### config.mk
export PLATFORM = sky130hd
export DESIGN_NAME = drf_top
export DESIGN_NICKNAME = d
export VERILOG_FILES = /design/src/drf_pkg.sv /design/src/drf_top.sv
export VERILOG_INCLUDE_DIRS = /design/src
export SDC_FILE = /design/constraint.sdc
export NUM_CORES = 1
export LEC_CHECK = 0
export BUFFER_PORTS_ARGS = -buffer_cell sky130_fd_sc_hd__buf_2
export CAP_MARGIN = 25
export CORE_AREA = 2 2 81 83
export CTS_CLUSTER_SIZE = 16
export DETAILED_ROUTE_END_ITERATION = 10
export DIE_AREA = 0 0 83 85
export GPL_ROUTABILITY_DRIVEN = 0
export PLACE_DENSITY_LB_ADDON = 0.12
export SLEW_MARGIN = 20
export SYNTH_ARGS = -nofsm -noshare
export SYNTH_HDL_FRONTEND = slang
export SYNTH_SLANG_ARGS = --single-unit
### constraint.sdc
create_clock -name core_clk -period 1.3 [get_ports core_clk]
set_input_delay 0.065 -clock core_clk [delete_from_list [all_inputs] [get_ports core_clk]]
set_output_delay 0.065 -clock core_clk [all_outputs]
set_load 0.005 [all_outputs]
### src/drf_defines.svh
// Constants of the DRAM timing and refresh flag block
//
// Operation
// [RQ1] Row-to-column wait: codes 00..11 add 0..3
// [RQ2] Software writes zero to reserved timing bits
// [RQ3] Suspend enable stretches single-address DMA reads
// [RQ4] Extension codes 00..11 insert 1..4 states
// [RQ5] Extension field ignored unless suspend enabled
// [RQ6] Counter equals compare value sets flag
// [RQ7] Timer mode: flag cleared by write-zero-after-read
// [RQ8] Refresh mode: refresh cycle clears the flag
// [RQ9] Interrupt enable gates the flag request
// [RQ10] Refresh enable selects refresh or interval timer
// [RQ11] Interrupt enable reads zero in refresh mode
// [RQ12] Request high while flag and enable set
`ifndef DRF_DEFINES_SVH
`define DRF_DEFINES_SVH

// ****************************************
// Register offsets (byte addresses)
// ****************************************
`define DRF_ADDR_W 4
`define DRF_DATA_W 16
`define DRF_OFS_TIMING 4'h0
`define DRF_OFS_REFCTL 4'h2
`define DRF_OFS_ISTS 4'h4
`define DRF_OFS_IEN 4'h6
`define DRF_OFS_ICLR 4'h8

// ****************************************
// Field positions
// ****************************************
`define DRF_RCD_HI 9
`define DRF_RCD_LO 8
`define DRF_CKSP_BIT 3
`define DRF_RDXC_HI 1
`define DRF_RDXC_LO 0
`define DRF_CMF_BIT 15
`define DRF_COMPARE_MATCH_IRQ_ENABLE_BIT 14
`define DRF_REFRESH_ENABLE_BIT 7
`define DRF_EV_MATCH 0
`define DRF_EV_SUSP 1
`define DRF_EV_W 2

// ****************************************
// Reset values
// ****************************************
`define DRF_TIMING_RST 16'h0000
`define DRF_REFCTL_RST 16'h0000
`define DRF_EV_RST 2'h0
`define DRF_CNT_RST 2'h0

`endif

### src/drf_pkg.sv
// Types shared by the DRAM timing and refresh flag block
`include "drf_defines.svh"

package drf_pkg;

    // ****************************************
    // Register port request
    // ****************************************
    typedef struct packed {
        logic wr;                       // Write strobe
        logic rd;                       // Read strobe
        logic [`DRF_ADDR_W-1:0] addr;   // Byte address
        logic [`DRF_DATA_W-1:0] wdata;  // Write data
    } drf_bus_s;

    // ****************************************
    // Access sequencer states
    // ****************************************
    typedef enum logic [1:0] {
        DRF_IDLE,    // Waiting for an access
        DRF_ROWCOL,  // Row-to-column waits
        DRF_SUSP     // Memory clock held
    } drf_state_e;

    // ****************************************
    // Whole block state
    // ****************************************
    typedef struct packed {
        drf_state_e st;                  // Sequencer state
        logic [1:0] cnt;                 // Wait / extension counter
        logic [`DRF_DATA_W-1:0] timing;  // Timing register
        logic [`DRF_DATA_W-1:0] refctl;  // Refresh control register
        logic cmf_armed;                 // Flag seen as 1 by a read
        logic match_d;                   // Match of last cycle
        logic [`DRF_DATA_W-1:0] rdata;   // Read data
        logic [`DRF_EV_W-1:0] ists;      // Sticky event status
        logic [`DRF_EV_W-1:0] ien;       // Event enables
    } drf_st_s;

endpackage : drf_pkg

### src/drf_top.sv
// DRAM access timing and refresh compare-match flag block
`include "drf_defines.svh"

module drf_top #(
    parameter int CNT_W = 16
) (
    // Clock and reset
    input wire logic core_clk,
    input wire logic rst_b,
    // Register port
    input wire drf_pkg::drf_bus_s bus_req,
    output logic [`DRF_DATA_W-1:0] bus_rdata,
    // Access sequencing
    input wire logic row_strobe_start,
    output logic col_strobe_go,
    input wire logic single_addr_read,
    output logic clk_suspend,
    output logic seq_busy,
    // Refresh timer link
    input wire logic [CNT_W-1:0] refresh_counter,
    input wire logic [CNT_W-1:0] refresh_compare_value,
    input wire logic cbr_refresh_done,
    output logic refresh_enable,
    // Interrupts
    output logic compare_match_irq,
    output logic irq
);
    import drf_pkg::*;

    // ****************************************
    // State and decodes
    // ****************************************
    drf_st_s r_ff;       // Registered state
    drf_st_s nxt_r;      // Next state
    logic match;         // Counter equals compare value
    logic match_rise;    // First cycle of a match
    logic ref_en;        // Refresh mode selected
    logic compare_match_flag;           // Current flag
    logic compare_match_irq_enable;          // Current flag enable
    logic ras_ok;        // Row start accepted
    logic rd_ok;         // Single-address read accepted
    logic cksp;          // Suspend enable
    logic [1:0] rcd;     // Row-to-column wait code
    logic [1:0] rdxc;    // Extension code
    logic susp_done;     // Last suspended cycle
    logic wr_ref;        // Write to refresh control
    logic [`DRF_EV_W-1:0] ev; // Events this cycle

    // Field picks from the registered copy
    assign ref_en = r_ff.refctl[`DRF_REFRESH_ENABLE_BIT];
    assign compare_match_flag = r_ff.refctl[`DRF_CMF_BIT];
    assign compare_match_irq_enable = r_ff.refctl[`DRF_COMPARE_MATCH_IRQ_ENABLE_BIT];
    assign cksp = r_ff.timing[`DRF_CKSP_BIT];
    assign rcd = r_ff.timing[`DRF_RCD_HI:`DRF_RCD_LO];
    assign rdxc = r_ff.timing[`DRF_RDXC_HI:`DRF_RDXC_LO];

    // Counter and compare come from the same clock, no sync
    // [RQ6] Match detect
    assign match = (refresh_counter == refresh_compare_value);
    // Edge only, so a long match can still be cleared
    assign match_rise = match && !r_ff.match_d;

    // Requests are taken only when idle; others are dropped
    assign ras_ok = row_strobe_start && (r_ff.st == DRF_IDLE);
    // [RQ3] Suspend only when enabled
    assign rd_ok = single_addr_read && cksp && (r_ff.st == DRF_IDLE)
        && !row_strobe_start;
    assign susp_done = (r_ff.st == DRF_SUSP) && (r_ff.cnt == 2'h0);
    assign wr_ref = bus_req.wr && (bus_req.addr == `DRF_OFS_REFCTL);

    // Event vector for the status register
    always_comb begin
        ev = '0;
        ev[`DRF_EV_MATCH] = match_rise;
        ev[`DRF_EV_SUSP] = susp_done;
    end

    // ****************************************
    // Next state
    // ****************************************
    always_comb begin
        nxt_r = r_ff;
        nxt_r.rdata = '0;
        nxt_r.match_d = match;

        // Timing register, plain storage
        // [RQ2] Reserved bits kept as storage
        if (bus_req.wr && bus_req.addr == `DRF_OFS_TIMING) begin
            nxt_r.timing = bus_req.wdata;
        end

        // Refresh control write
        if (wr_ref) begin
            // Low bits, refresh enable among them
            nxt_r.refctl[13:0] = bus_req.wdata[13:0];
            // [RQ11] Enable frozen in refresh mode
            if (!ref_en) begin
                nxt_r.refctl[`DRF_COMPARE_MATCH_IRQ_ENABLE_BIT] = bus_req.wdata[`DRF_COMPARE_MATCH_IRQ_ENABLE_BIT];
            end
            // [RQ7] Clear by zero after a read of one
            if (!bus_req.wdata[`DRF_CMF_BIT] && r_ff.cmf_armed && !ref_en) begin
                nxt_r.refctl[`DRF_CMF_BIT] = 1'b0;
            end
        end

        // [RQ11] Entering refresh mode drops the enable
        if (nxt_r.refctl[`DRF_REFRESH_ENABLE_BIT]) begin
            nxt_r.refctl[`DRF_COMPARE_MATCH_IRQ_ENABLE_BIT] = 1'b0;
        end

        // [RQ8] Refresh cycle clears the flag
        if (cbr_refresh_done && ref_en) begin
            nxt_r.refctl[`DRF_CMF_BIT] = 1'b0;
        end

        // Arming: a read that saw the flag set
        if (bus_req.rd && bus_req.addr == `DRF_OFS_REFCTL && compare_match_flag) begin
            nxt_r.cmf_armed = 1'b1;
        end

        // [RQ6] Set wins over any clear
        if (match_rise) begin
            nxt_r.refctl[`DRF_CMF_BIT] = 1'b1;
        end

        // A cleared flag must be read again before the next clear
        if (!nxt_r.refctl[`DRF_CMF_BIT]) begin
            nxt_r.cmf_armed = 1'b0;
        end

        // Interrupt enable and write-one clear
        if (bus_req.wr && bus_req.addr == `DRF_OFS_IEN) begin
            nxt_r.ien = bus_req.wdata[`DRF_EV_W-1:0];
        end
        if (bus_req.wr && bus_req.addr == `DRF_OFS_ICLR) begin
            nxt_r.ists = r_ff.ists & ~bus_req.wdata[`DRF_EV_W-1:0];
        end
        // Events land after the clear, so they are never lost
        nxt_r.ists = nxt_r.ists | ev;

        // Read data, stands one cycle after the strobe
        if (bus_req.rd) begin
            unique case (bus_req.addr)
                `DRF_OFS_TIMING: nxt_r.rdata = r_ff.timing;
                `DRF_OFS_REFCTL: nxt_r.rdata = r_ff.refctl;
                `DRF_OFS_ISTS: nxt_r.rdata = {14'h0000, r_ff.ists};
                `DRF_OFS_IEN: nxt_r.rdata = {14'h0000, r_ff.ien};
                // Clear register and holes read zero
                default: nxt_r.rdata = '0;
            endcase
        end

        // Access sequencer
        unique case (r_ff.st)
            DRF_IDLE: begin
                // [RQ1] Load row-to-column wait
                if (ras_ok) begin
                    nxt_r.st = DRF_ROWCOL;
                    nxt_r.cnt = rcd;
                end else if (rd_ok) begin
                    // [RQ4] Code n gives n+1 states
                    nxt_r.st = DRF_SUSP;
                    nxt_r.cnt = rdxc;
                end
            end
            DRF_ROWCOL: begin
                // [RQ1] Column strobe when waits run out
                if (r_ff.cnt == 2'h0) begin
                    nxt_r.st = DRF_IDLE;
                end else begin
                    nxt_r.cnt = r_ff.cnt - 2'h1;
                end
            end
            DRF_SUSP: begin
                // [RQ4] Hold clock for the count
                if (r_ff.cnt == 2'h0) begin
                    nxt_r.st = DRF_IDLE;
                end else begin
                    nxt_r.cnt = r_ff.cnt - 2'h1;
                end
            end
            // Code 3 is never loaded; an upset there falls back to idle
            default: begin
                nxt_r.st = DRF_IDLE;
                nxt_r.cnt = `DRF_CNT_RST;
            end
        endcase
    end

    // ****************************************
    // State register
    // ****************************************
    always_ff @(posedge core_clk or negedge rst_b) begin
        if (!rst_b) begin
            r_ff.st <= DRF_IDLE;
            r_ff.cnt <= `DRF_CNT_RST;
            r_ff.timing <= `DRF_TIMING_RST;
            r_ff.refctl <= `DRF_REFCTL_RST;
            r_ff.cmf_armed <= 1'b0;
            r_ff.match_d <= 1'b0;
            r_ff.rdata <= '0;
            r_ff.ists <= `DRF_EV_RST;
            r_ff.ien <= `DRF_EV_RST;
        end else begin
            r_ff <= nxt_r;
        end
    end

    // ****************************************
    // Outputs
    // ****************************************
    assign bus_rdata = r_ff.rdata;
    // [RQ1] Column strobe cycle
    assign col_strobe_go = (r_ff.st == DRF_ROWCOL) && (r_ff.cnt == 2'h0);
    // [RQ5] Extension counted only in suspend state
    assign clk_suspend = (r_ff.st == DRF_SUSP);
    assign seq_busy = (r_ff.st != DRF_IDLE);
    // [RQ10] Mode select to the refresh engine
    assign refresh_enable = ref_en;
    // [RQ9] Enable gates the flag
    // [RQ12] Level request while both set
    assign compare_match_irq = compare_match_flag && compare_match_irq_enable;
    assign irq = |(r_ff.ists & r_ff.ien);
endmodule : drf_top

[Yosys cells after proc, flatten, opt, wreduce, memory -nomap -nowiden]
Index checks and enable logic that the tools add are counted.
Word-level totals
  flip-flop bits (word level): 58
  logic and storage cells: 75
Cells by class
  add/subtract/negate cells: 1
  equality and inequality tests: 12
  multiplexer cells: 16
  bitwise gates (word level): 4
  reduce and logical (&&, ||, !) cells: 31
Operator list (count)
  16-bit case mux with 4 select lines: 1
  16-bit two-way mux: 2
  1-bit logical AND: 17
  16-bit equality test: 1
  4-bit by 3-bit equality test with 1-bit output (second input constant): 2
  4-bit two-way mux: 2
  4-bit case mux with 2 select lines: 1
  1-bit two-way mux: 7
  2-bit two-way mux: 3
  2-bit by 1-bit inequality test with 1-bit output (second input constant): 3
  2-bit AND reduction: 3
  2-bit bitwise AND: 2
  4-bit by 2-bit equality test with 1-bit output (second input constant): 1
  4-bit equality test (second input constant): 1
  1-bit logical NOT: 4
  2-bit logical NOT: 2
  4-bit logical NOT: 1
  2-bit nonzero test: 2
  2-bit OR reduction: 2
  3-bit inequality test (second input constant): 1
  2-bit by 1-bit equality test with 1-bit output (second input constant): 1
  2-bit equality test (second input constant): 1
  2-bit inequality test (second input constant): 1
  2-bit NOT: 1
  2 further kinds: 2

[Longest topological paths before layout]
Gate-level depths: netlist of the first run.
  depth after elaboration: 8
  gate-level depth with buffers: 7
  depth with buffers taken out: 6

[Worst setup path after synthesis of the first run]
No wires, ideal clock.
  path type: input port to flip-flop
  start: input bus_req[18] in the netlist's numbering
  end: register r_ff[27] in the netlist's numbering
  arrival: 1.221 ns
  required time: 1.175 ns
  path slack: -0.046 ns
  stages: 6
  buffers on the path: 3
  path through: clkbuf_2 nor4b_2 and2_1 buf_2 buf_6 mux2_2
Between the ends
  longest elaborated chain between the ends: 2
RTL lines
  start, declared: RTL line drf_top.sv:11  | input wire drf_pkg::drf_bus_s bus_req,
  4-bit by 2-bit equality test with 1-bit output
  1-bit logical AND: RTL line drf_top.sv:69  | assign wr_ref = bus_req.wr && (bus_req.addr == `DRF_OFS_REFCTL);
  end signal, assigned: RTL line drf_top.sv:205  | r_ff <= nxt_r;
  end, declared: RTL line drf_top.sv:33  | drf_st_s r_ff;
No other way between the ends.
A chain may end at the register's enable or synchronous reset.

[Final worst setup path of the first run]
  start: register r_ff[56] in the netlist's numbering
  end: output col_strobe_go
Between the ends
  longest elaborated chain between the ends: 2
RTL lines
  2-bit by 1-bit equality test with 1-bit output: RTL line drf_top.sv:214  | assign col_strobe_go = (r_ff.st == DRF_ROWCOL) && (r_ff.cnt == 2'h0);
  1-bit logical AND: RTL line drf_top.sv:214
  end, declared: RTL line drf_top.sv:15  | output logic col_strobe_go,
No other way between the ends.

==> reports/metrics.yaml, run 1 <==
sta:
  fmax_ghz: 0.7713
  period_share_pct: 99.73
  maxSlewViolCount: 0
  setup_viol: 0
  worst_pin_slew_ns: 0.4846
  grt_setup_unrepaired: "true"
  hold_viol: 0
  post-route-min-period_ns: 1.296
  maxSlewHeadroom_pct: 67.70
  fin_skew_ns: 0.004768
final_layout:
  synthToLayoutAreaGrowth_pct: 34.69
  antenna-diode-count: 0
  post-route-util_pct: 61.22
  nFillCells: 516
  finalNonFillerCells: 413
  fin_nets: 395
  drive_gt1_share_pct: 47.62
route:
  drt_iter0_drc: 108
  top_layer: "met4"
  vias: 2076
  first_pass_iters: 4
  wl_met3_um: 334
  drtAntennaViolNets: 0
  via_per_inst: 5.027
  drc: 0
  wl_met2_mm: 2.726
  met1_length_mm: 2.667
  avgRoutedWirePerCell_um: 14.22
  wl_mm: 5.874
global_routing:
  grt_pass1_vias: 2075
  grt_pass1_wl_mm: 9.860
  grt_max_degree: 23
  antenna_found_initial: 0
  gr-total-overflow: 0
  grt.total_usage_pct: 18.00
die:
  fp.dieArea_um2: 7055
  die_h_um: 85
  core_area_um2: 6205
  num_rows: 29
  initial_core_util_pct: 45.45
  num_io_pins: 81
  die_w_um: 83
clock_network:
  cts.sinks: 58
  insertion_delay_ns: 0.34
  cts_root_buf: "clkbuf_8"
  clkSlewWorstSetupHoldPaths_ns: 0.06
  cts_buffers: 9
  htreeDepth: 3
  cts_max_path_buffers: 2
  tritoncts: "built"
logic_synthesis:
  async_flop_share_pct: 100.0
  ys_warn_count: 0
  ys_seq_area_share_pct: 51.46
  ys.flop_type: "dfrtp_1"
  synth-seq-cells: 58
  synth_edf_count: 0
  yosysUniqueCellTypes: 37
  synth_area_um2: 2820
  syn_area_per_cell_um2: 12.21
  postSynthCellCount: 231
  synth_nets: 295
power:
  power-per-cell-area_nw_per_um2: 1532
  internal_power_uw: 4265
  comb_power_share_pct: 26.1
  vdd_drop_max_mv: 0.9105
  pwr-share-seq_pct: 40.0
  power_uw: 5819
  clockPowerShare_pct: 33.9
  p_sw_uw: 1554
  p_leak_uw: 0.001872
  p_sw_share_pct: 26.71
setup_path:
  crit_fanout: 2
  crit_top_cell: "buf_6"
  crit_required_ns: 1.24
  worstRegToRegCells: 4
  crit_chain: "buf_6, ha_4, and2_4, buf_6"
  end_kind: "output pin"
  r2r_end: "r_ff[54]$_DFFE_PN0P_"
  critPathMaxStageDelay_ns: 0.40
  arrival_ns: 1.23
  crit_type: "register to output pin"
  critPathLaunchType: "register"
  slowest_stage: "dfrtp_1"
  ff2ff_setup_slack_ns: 0.01
  reg2reg_from: "r_ff[56]$_DFFE_PN0P_"
run:
  cap_violations: 0
placed_design:
  io_buffers: 80
  placedCellCount: 381
  dp_hpwl_mm: 4.199
worst_hold_path:
  hold_path_end: "r_ff[22]$_DFFE_PN0N_"
  hold-path-cell-count: 2
  hp-class: "primary input to register"
  hp-start: "bus_req[0]"
outcome:
  outcome: "complete, no violations"
## repair_timing
action / in CTS / in global routing
hold buffers: 15 / 0
endpoints found under the setup margin: 4 / 5
setup buffers: 1 / 0
endpoints found under the hold margin: 40 / 0
pin swaps: 3 / 1
gates resized for setup: 7 / 9
## per-layer routing
layer / global-route usage, % / vias to the layer above
li1: - / 1005
met1: 22.82 / 985
met2: 28.52 / 77
met3: 4.767 / 9
met4: 9.389 / 0
met5: 0 / -
## sequential cells by signal, summed over array words and instances (netlist names)
signal / cells
r_ff: 38
bus_rdata: 16
cksp: 1
compare_match_flag: 1
compare_match_irq_enable: 1
refresh_enable: 1
## Yosys cell counts, types with 4 or more instances
cell | instances | area share (%)
buf_4 | 17 | 4.5
dfrtp_1 | 58 | 51
mux2_2 | 22 | 8.8
nor4_1 | 6 | 1.3
a22oi_1 | 15 | 4.0
ha_1 | 5 | 2.2
mux2i_1 | 4 | 1.4
nand2_1 | 8 | 1.1
xor2_1 | 16 | 5.0
nor2_1 | 20 | 2.7
inv_1 | 8 | 1.1
mux2_4 | 10 | 5.3
## power groups by stage
stage	Sequential (uW)	Clock [uW]	Combinational (uW)
3_5_place_dp	2350	0	1270
3_3_place_gp	2340	0	1250
2_1_floorplan	2300	0	797
5_1_grt	2370	2120	1680
6_report	2330	1970	1520
4_1_cts	2330	2020	1360
## how the worst max path moves through the flow
stage | start | to | slack [ns] | cells past startpoint
2_1_floorplan | r_ff[56]$_DFFE_PN0P_ | r_ff[54]$_DFFE_PN0P_ | 0.02 | 4
3_3_place_gp | bus_req[16] | r_ff[34]$_DFFE_PN0N_ | -0.03 | 5
3_5_place_dp | bus_req[16] | r_ff[23]$_DFFE_PN0N_ | -0.03 | 5
4_1_cts | r_ff[56]$_DFFE_PN0P_ | col_strobe_go | -0.02 | 4
5_1_grt | r_ff[56]$_DFFE_PN0P_ | col_strobe_go | -0.05 | 4
6_report | r_ff[56]$_DFFE_PN0P_ | col_strobe_go | 0.004 | 4
## kinds of logic (layout without fill, tap and decap cells)
| kind of cell | after synthesis | in the layout | share of synthesized area (%) |
|---|---|---|---|
| multiplexers | 36 | 36 | 15.53 |
| flip-flops | 58 | 58 | 51.46 |
| buffers and inverters | 32 | 137 | 7.231 |
| adder cells (fa/ha/maj) | 5 | 5 | 2.218 |
| AO/OA/AOI/OAI | 33 | 33 | 8.341 |
| XOR/XNOR | 16 | 16 | 4.969 |
| AND/OR/NAND/NOR | 51 | 51 | 10.25 |
## cell usage in the layout, fill, tap and decap left out, types with 2 or more instances in the layout
cell	count
a22o_1	2
clkbuf_1	2
a22oi_1	15
a21oi_1	3
mux2_2	22
a221oi_1	2
nand2_1	8
o22ai_1	2
buf_12	4
xor2_1	16
nor2_1	20
mux2i_1	4
inv_1	5
nand3_1	3
clkbuf_8	9
inv_2	3
nor4_1	6
bufinv_16	3
mux2_4	10
and2_1	2
a31oi_1	2
ha_4	4
dfrtp_1	58
buf_2	79
o21ai_0	3
buf_6	3
buf_4	12
nand4_1	2
o31ai_2	2
dlygate4sd3_1	15
## stage by stage
step	setup WS [ns]	hold slack, ns	setup TNS, ns	cell area (um2)
after detailed placement	-0.02893	0.05554	-0.2910	3342
after CTS	-0.01537	0.01385	-0.01542	3755
final	0.003539	0.02779	0	3799
after global routing	-0.05402	0.02244	-0.1086	3799
after global placement	-0.02529	0.05097	-0.3441	3342
after floorplan	0.02134	-0.2306	0	2848
## final cells by class
type	count	area, um2	share of cell area, %
clock inverters	5	102.6	2.701
repair buffers	113	749.5	19.73
inverters	8	30.03	0.7905
flip-flops and latches	58	1451	38.21
well taps	77	96.34	2.536
multi-input cells	141	1237	32.58
clock buffers	11	131.4	3.459
## worst max-delay path: cells and delay by family, from the launching register on
family | cells | cell delay, ns
flip-flops | 1 | 0.40
AND/OR/NAND/NOR | 1 | 0.13
buffers and inverters | 2 | 0.23
adder cells (fa/ha/maj) | 1 | 0.14
(Power assumes the default switching activity.)
==> inputs of run 2 (changes only) <==
--- a/config.mk
+++ b/config.mk
@@ -7,13 +7,15 @@
 export NUM_CORES = 1
 export LEC_CHECK = 0
 export BUFFER_PORTS_ARGS = -buffer_cell sky130_fd_sc_hd__buf_2
-export CAP_MARGIN = 25
-export CORE_AREA = 2 2 81 83
+export CAP_MARGIN = 30
+export CELL_PAD_IN_SITES_DETAIL_PLACEMENT = 1
+export CELL_PAD_IN_SITES_GLOBAL_PLACEMENT = 2
+export CORE_AREA = 2 2 100 102
 export CTS_CLUSTER_SIZE = 16
 export DETAILED_ROUTE_END_ITERATION = 10
-export DIE_AREA = 0 0 83 85
+export DIE_AREA = 0 0 102 104
 export GPL_ROUTABILITY_DRIVEN = 0
-export PLACE_DENSITY_LB_ADDON = 0.12
+export PLACE_DENSITY = 0.75
 export SLEW_MARGIN = 20
 export SYNTH_ARGS = -nofsm -noshare
 export SYNTH_HDL_FRONTEND = slang
==> run 2 against run 1 <==
Effect of this change: the flow now finishes with violations (negative setup slack); sequential power about the same; utilization decreased by 21 points; die area increased by 50%; critical path depth unchanged; largest cell class unchanged; largest power group unchanged.
==> reports/metrics.yaml, run 2 (synthesis gave the netlist of run 1 again) <==
outcome:
  outcome: "complete, but fails checks"  # was complete, no violations
  violations: "negative setup slack"
power:
  p_leak_uw: 0.001843  # was 0.001872 uW
  power_uw: 5537  # was 5819 uW
  power-per-cell-area_nw_per_um2: 1455  # was 1532 nW/um2
  vdd_drop_max_mv: 0.5513  # was 0.9105 mV
clock_network:
  insertion_delay_ns: 0.35  # was 0.34 ns
  cts_buffers: 9  # unchanged
  cts_max_path_buffers: 2  # unchanged
  cts.sinks: 58  # unchanged
  tritoncts: "built"  # unchanged
  cts_root_buf: "clkbuf_8"  # unchanged
  htreeDepth: 3  # unchanged
  clkSlewWorstSetupHoldPaths_ns: 0.07  # was 0.06 ns
setup_path:
  ff2ff_setup_slack_ns: 0.05  # was 0.01 ns
  crit_required_ns: 1.24  # about the same
  critPathLaunchType: "register"  # unchanged
  arrival_ns: 1.24  # was 1.23 ns
  r2r_end: "r_ff[56]$_DFFE_PN0P_"  # was r_ff[54]$_DFFE_PN0P_
  crit_fanout: 2  # unchanged
  crit_type: "register to output pin"  # unchanged
  end_kind: "output pin"  # unchanged
  worstRegToRegCells: 5  # was 4
  reg2reg_from: "r_ff[56]$_DFFE_PN0P_"  # unchanged
global_routing:
  antenna_found_initial: 0  # unchanged
  grt.total_usage_pct: 14.29  # was 18.00%
  grt_max_degree: 25  # was 23
  gr-total-overflow: 0  # unchanged
  grt_pass1_wl_mm: 11.59  # was 9.860 mm
  grt_pass1_vias: 2339  # was 2075
final_layout:
  post-route-util_pct: 39.86  # was 61.22%
  synthToLayoutAreaGrowth_pct: 34.96  # was 34.69%
  layout_common_cells: "buf_2 (79), dfrtp_1 (58), mux2_2 (22), nor2_1 (20), xor2_1 (16)"  # unchanged
  multi_input_area_um2: 1232  # was 1237 um2
  antenna-diode-count: 0  # unchanged
  drive_gt1_share_pct: 48.51  # was 47.62%
  nFillCells: 1087  # was 516
  largest_reg_flops: 38  # unchanged
  area.sequential_um2: 1451  # unchanged
  fin_nets: 395  # unchanged
  regMostFlops: "r_ff"  # unchanged
  final_common_cell: "buf_2"  # unchanged
die:
  initial_core_util_pct: 29.53  # was 45.45%
  fp.dieArea_um2: 10610  # was 7055 um2
  die_w_um: 102  # was 83 um
  die_h_um: 104  # was 85 um
  core_area_um2: 9549  # was 6205 um2
  num_rows: 36  # was 29
  num_io_pins: 81  # unchanged
sta:
  maxSlewViolCount: 0  # unchanged
  finalSetupTns_ns: -0.003067  # was 0 ns
  setup_viol: 1  # was 0
  period_share_pct: 100.2  # was 99.73%
  fmax_ghz: 0.7674  # was 0.7713 GHz
  hold_viol: 0  # unchanged
  post-route-min-period_ns: 1.303  # was 1.296 ns
  holdWs_ns: 0.01652  # was 0.02779 ns
  worst_pin_slew_ns: 0.4576  # was 0.4846 ns
  grt_setup_unrepaired: "true"  # unchanged
  maxSlewHeadroom_pct: 69.49  # was 67.70%
  setup_slack_ns: -0.003067  # was 0.003539 ns
  fin_skew_ns: 0.007355  # was 0.004768 ns
route:
  drtAntennaViolNets: 0  # unchanged
  drt_iter0_drc: 40  # was 108
  avgRoutedWirePerCell_um: 14.97  # was 14.22 um
  first_pass_iters: 4  # unchanged
  wl_mm: 7.022  # was 5.874 mm
  drc: 0  # unchanged
  via_per_inst: 4.488  # was 5.027
  vias: 2105  # was 2076
worst_hold_path:
  hp-class: "primary input to register"  # unchanged
  hold-path-cell-count: 2  # unchanged
  hp-start: "bus_req[7]"  # was bus_req[0]
  hold_path_end: "r_ff[45]$_DFFE_PN0P_"  # was r_ff[22]$_DFFE_PN0N_
placed_design:
  dp_hpwl_mm: 5.137  # was 4.199 mm
  place_ws_ns: -0.1176  # was -0.02893 ns
  io_buffers: 80  # unchanged
run:
  cap_violations: 0  # unchanged
-- run 2: cell count changes in the layout (fill, tap and decap cells not counted), sizes merged --
cell	delta
bufinv	-2
clkinvlp	+2
buf	+1
clkbuf	-1
clkinv	+1
dlygate4sd3	-1
-- run 2: final cells by class --
type / count / share of cell area, %
Sequential cell: 58 / 38.13
Multi-Input combinational cell: 141 / 32.38
Timing Repair Buffer: 113 / 18.97
Tap cell: 133 / 4.372
Clock buffer: 10 / 3.616
Clock inverter: 6 / 1.742
Inverter: 8 / 0.7890
-- run 2: worst max-delay path by stage --
stage	start	endpoint	depth (start not counted)
2_1_floorplan	r_ff[56]$_DFFE_PN0P_	r_ff[54]$_DFFE_PN0P_	4
3_3_place_gp	bus_req[16]	r_ff[27]$_DFFE_PN0N_	5
3_5_place_dp	bus_req[16]	r_ff[21]$_DFFE_PN0P_	6
4_1_cts	r_ff[56]$_DFFE_PN0P_	col_strobe_go	4
5_1_grt	r_ff[56]$_DFFE_PN0P_	col_strobe_go	4
6_report	r_ff[56]$_DFFE_PN0P_	col_strobe_go	4
-- run 2: critical path: stages, from the launching register on --
cell and delay [ns]:
dfrtp_1 0.40, buf_6 0.13, ha_4 0.14, and2_4 0.13
buf_6 0.10
-- run 2: timing repair --
item | CTS | global route
setup endpoints to repair | 4 | 7
hold buffers | 14 | 0
resized for setup | 7 | 9
buffers inserted | 1 | 0
pin swaps | 1 | 4
endpoints found under the hold margin | 41 | 0
-- run 2: per-stage QoR --
step,instance area [um2],instances
3_5_place_dp,3395,438
2_1_floorplan,2848,231
3_3_place_gp,3395,438
6_report,3806,469
4_1_cts,3775,469
5_1_grt,3806,469
-- run 2: layer usage --
metal  track usage, %  vias up  routed length (um)
met3            3.427       11                 355
met1            16.63     1027                3006
met4            6.857        0                 150
met5                0        -                   0
met2            24.30       61                3510
li1                 -     1006                   -
-- run 2: power by group --
group / switching [uW] / leakage (uW) / internal (uW) / total, uW
registers: 214 / 0.000748 / 2120 / 2330
clock network: 781 / 0.0000945 / 935 / 1720
logic: 640 / 0.00100 / 851 / 1490
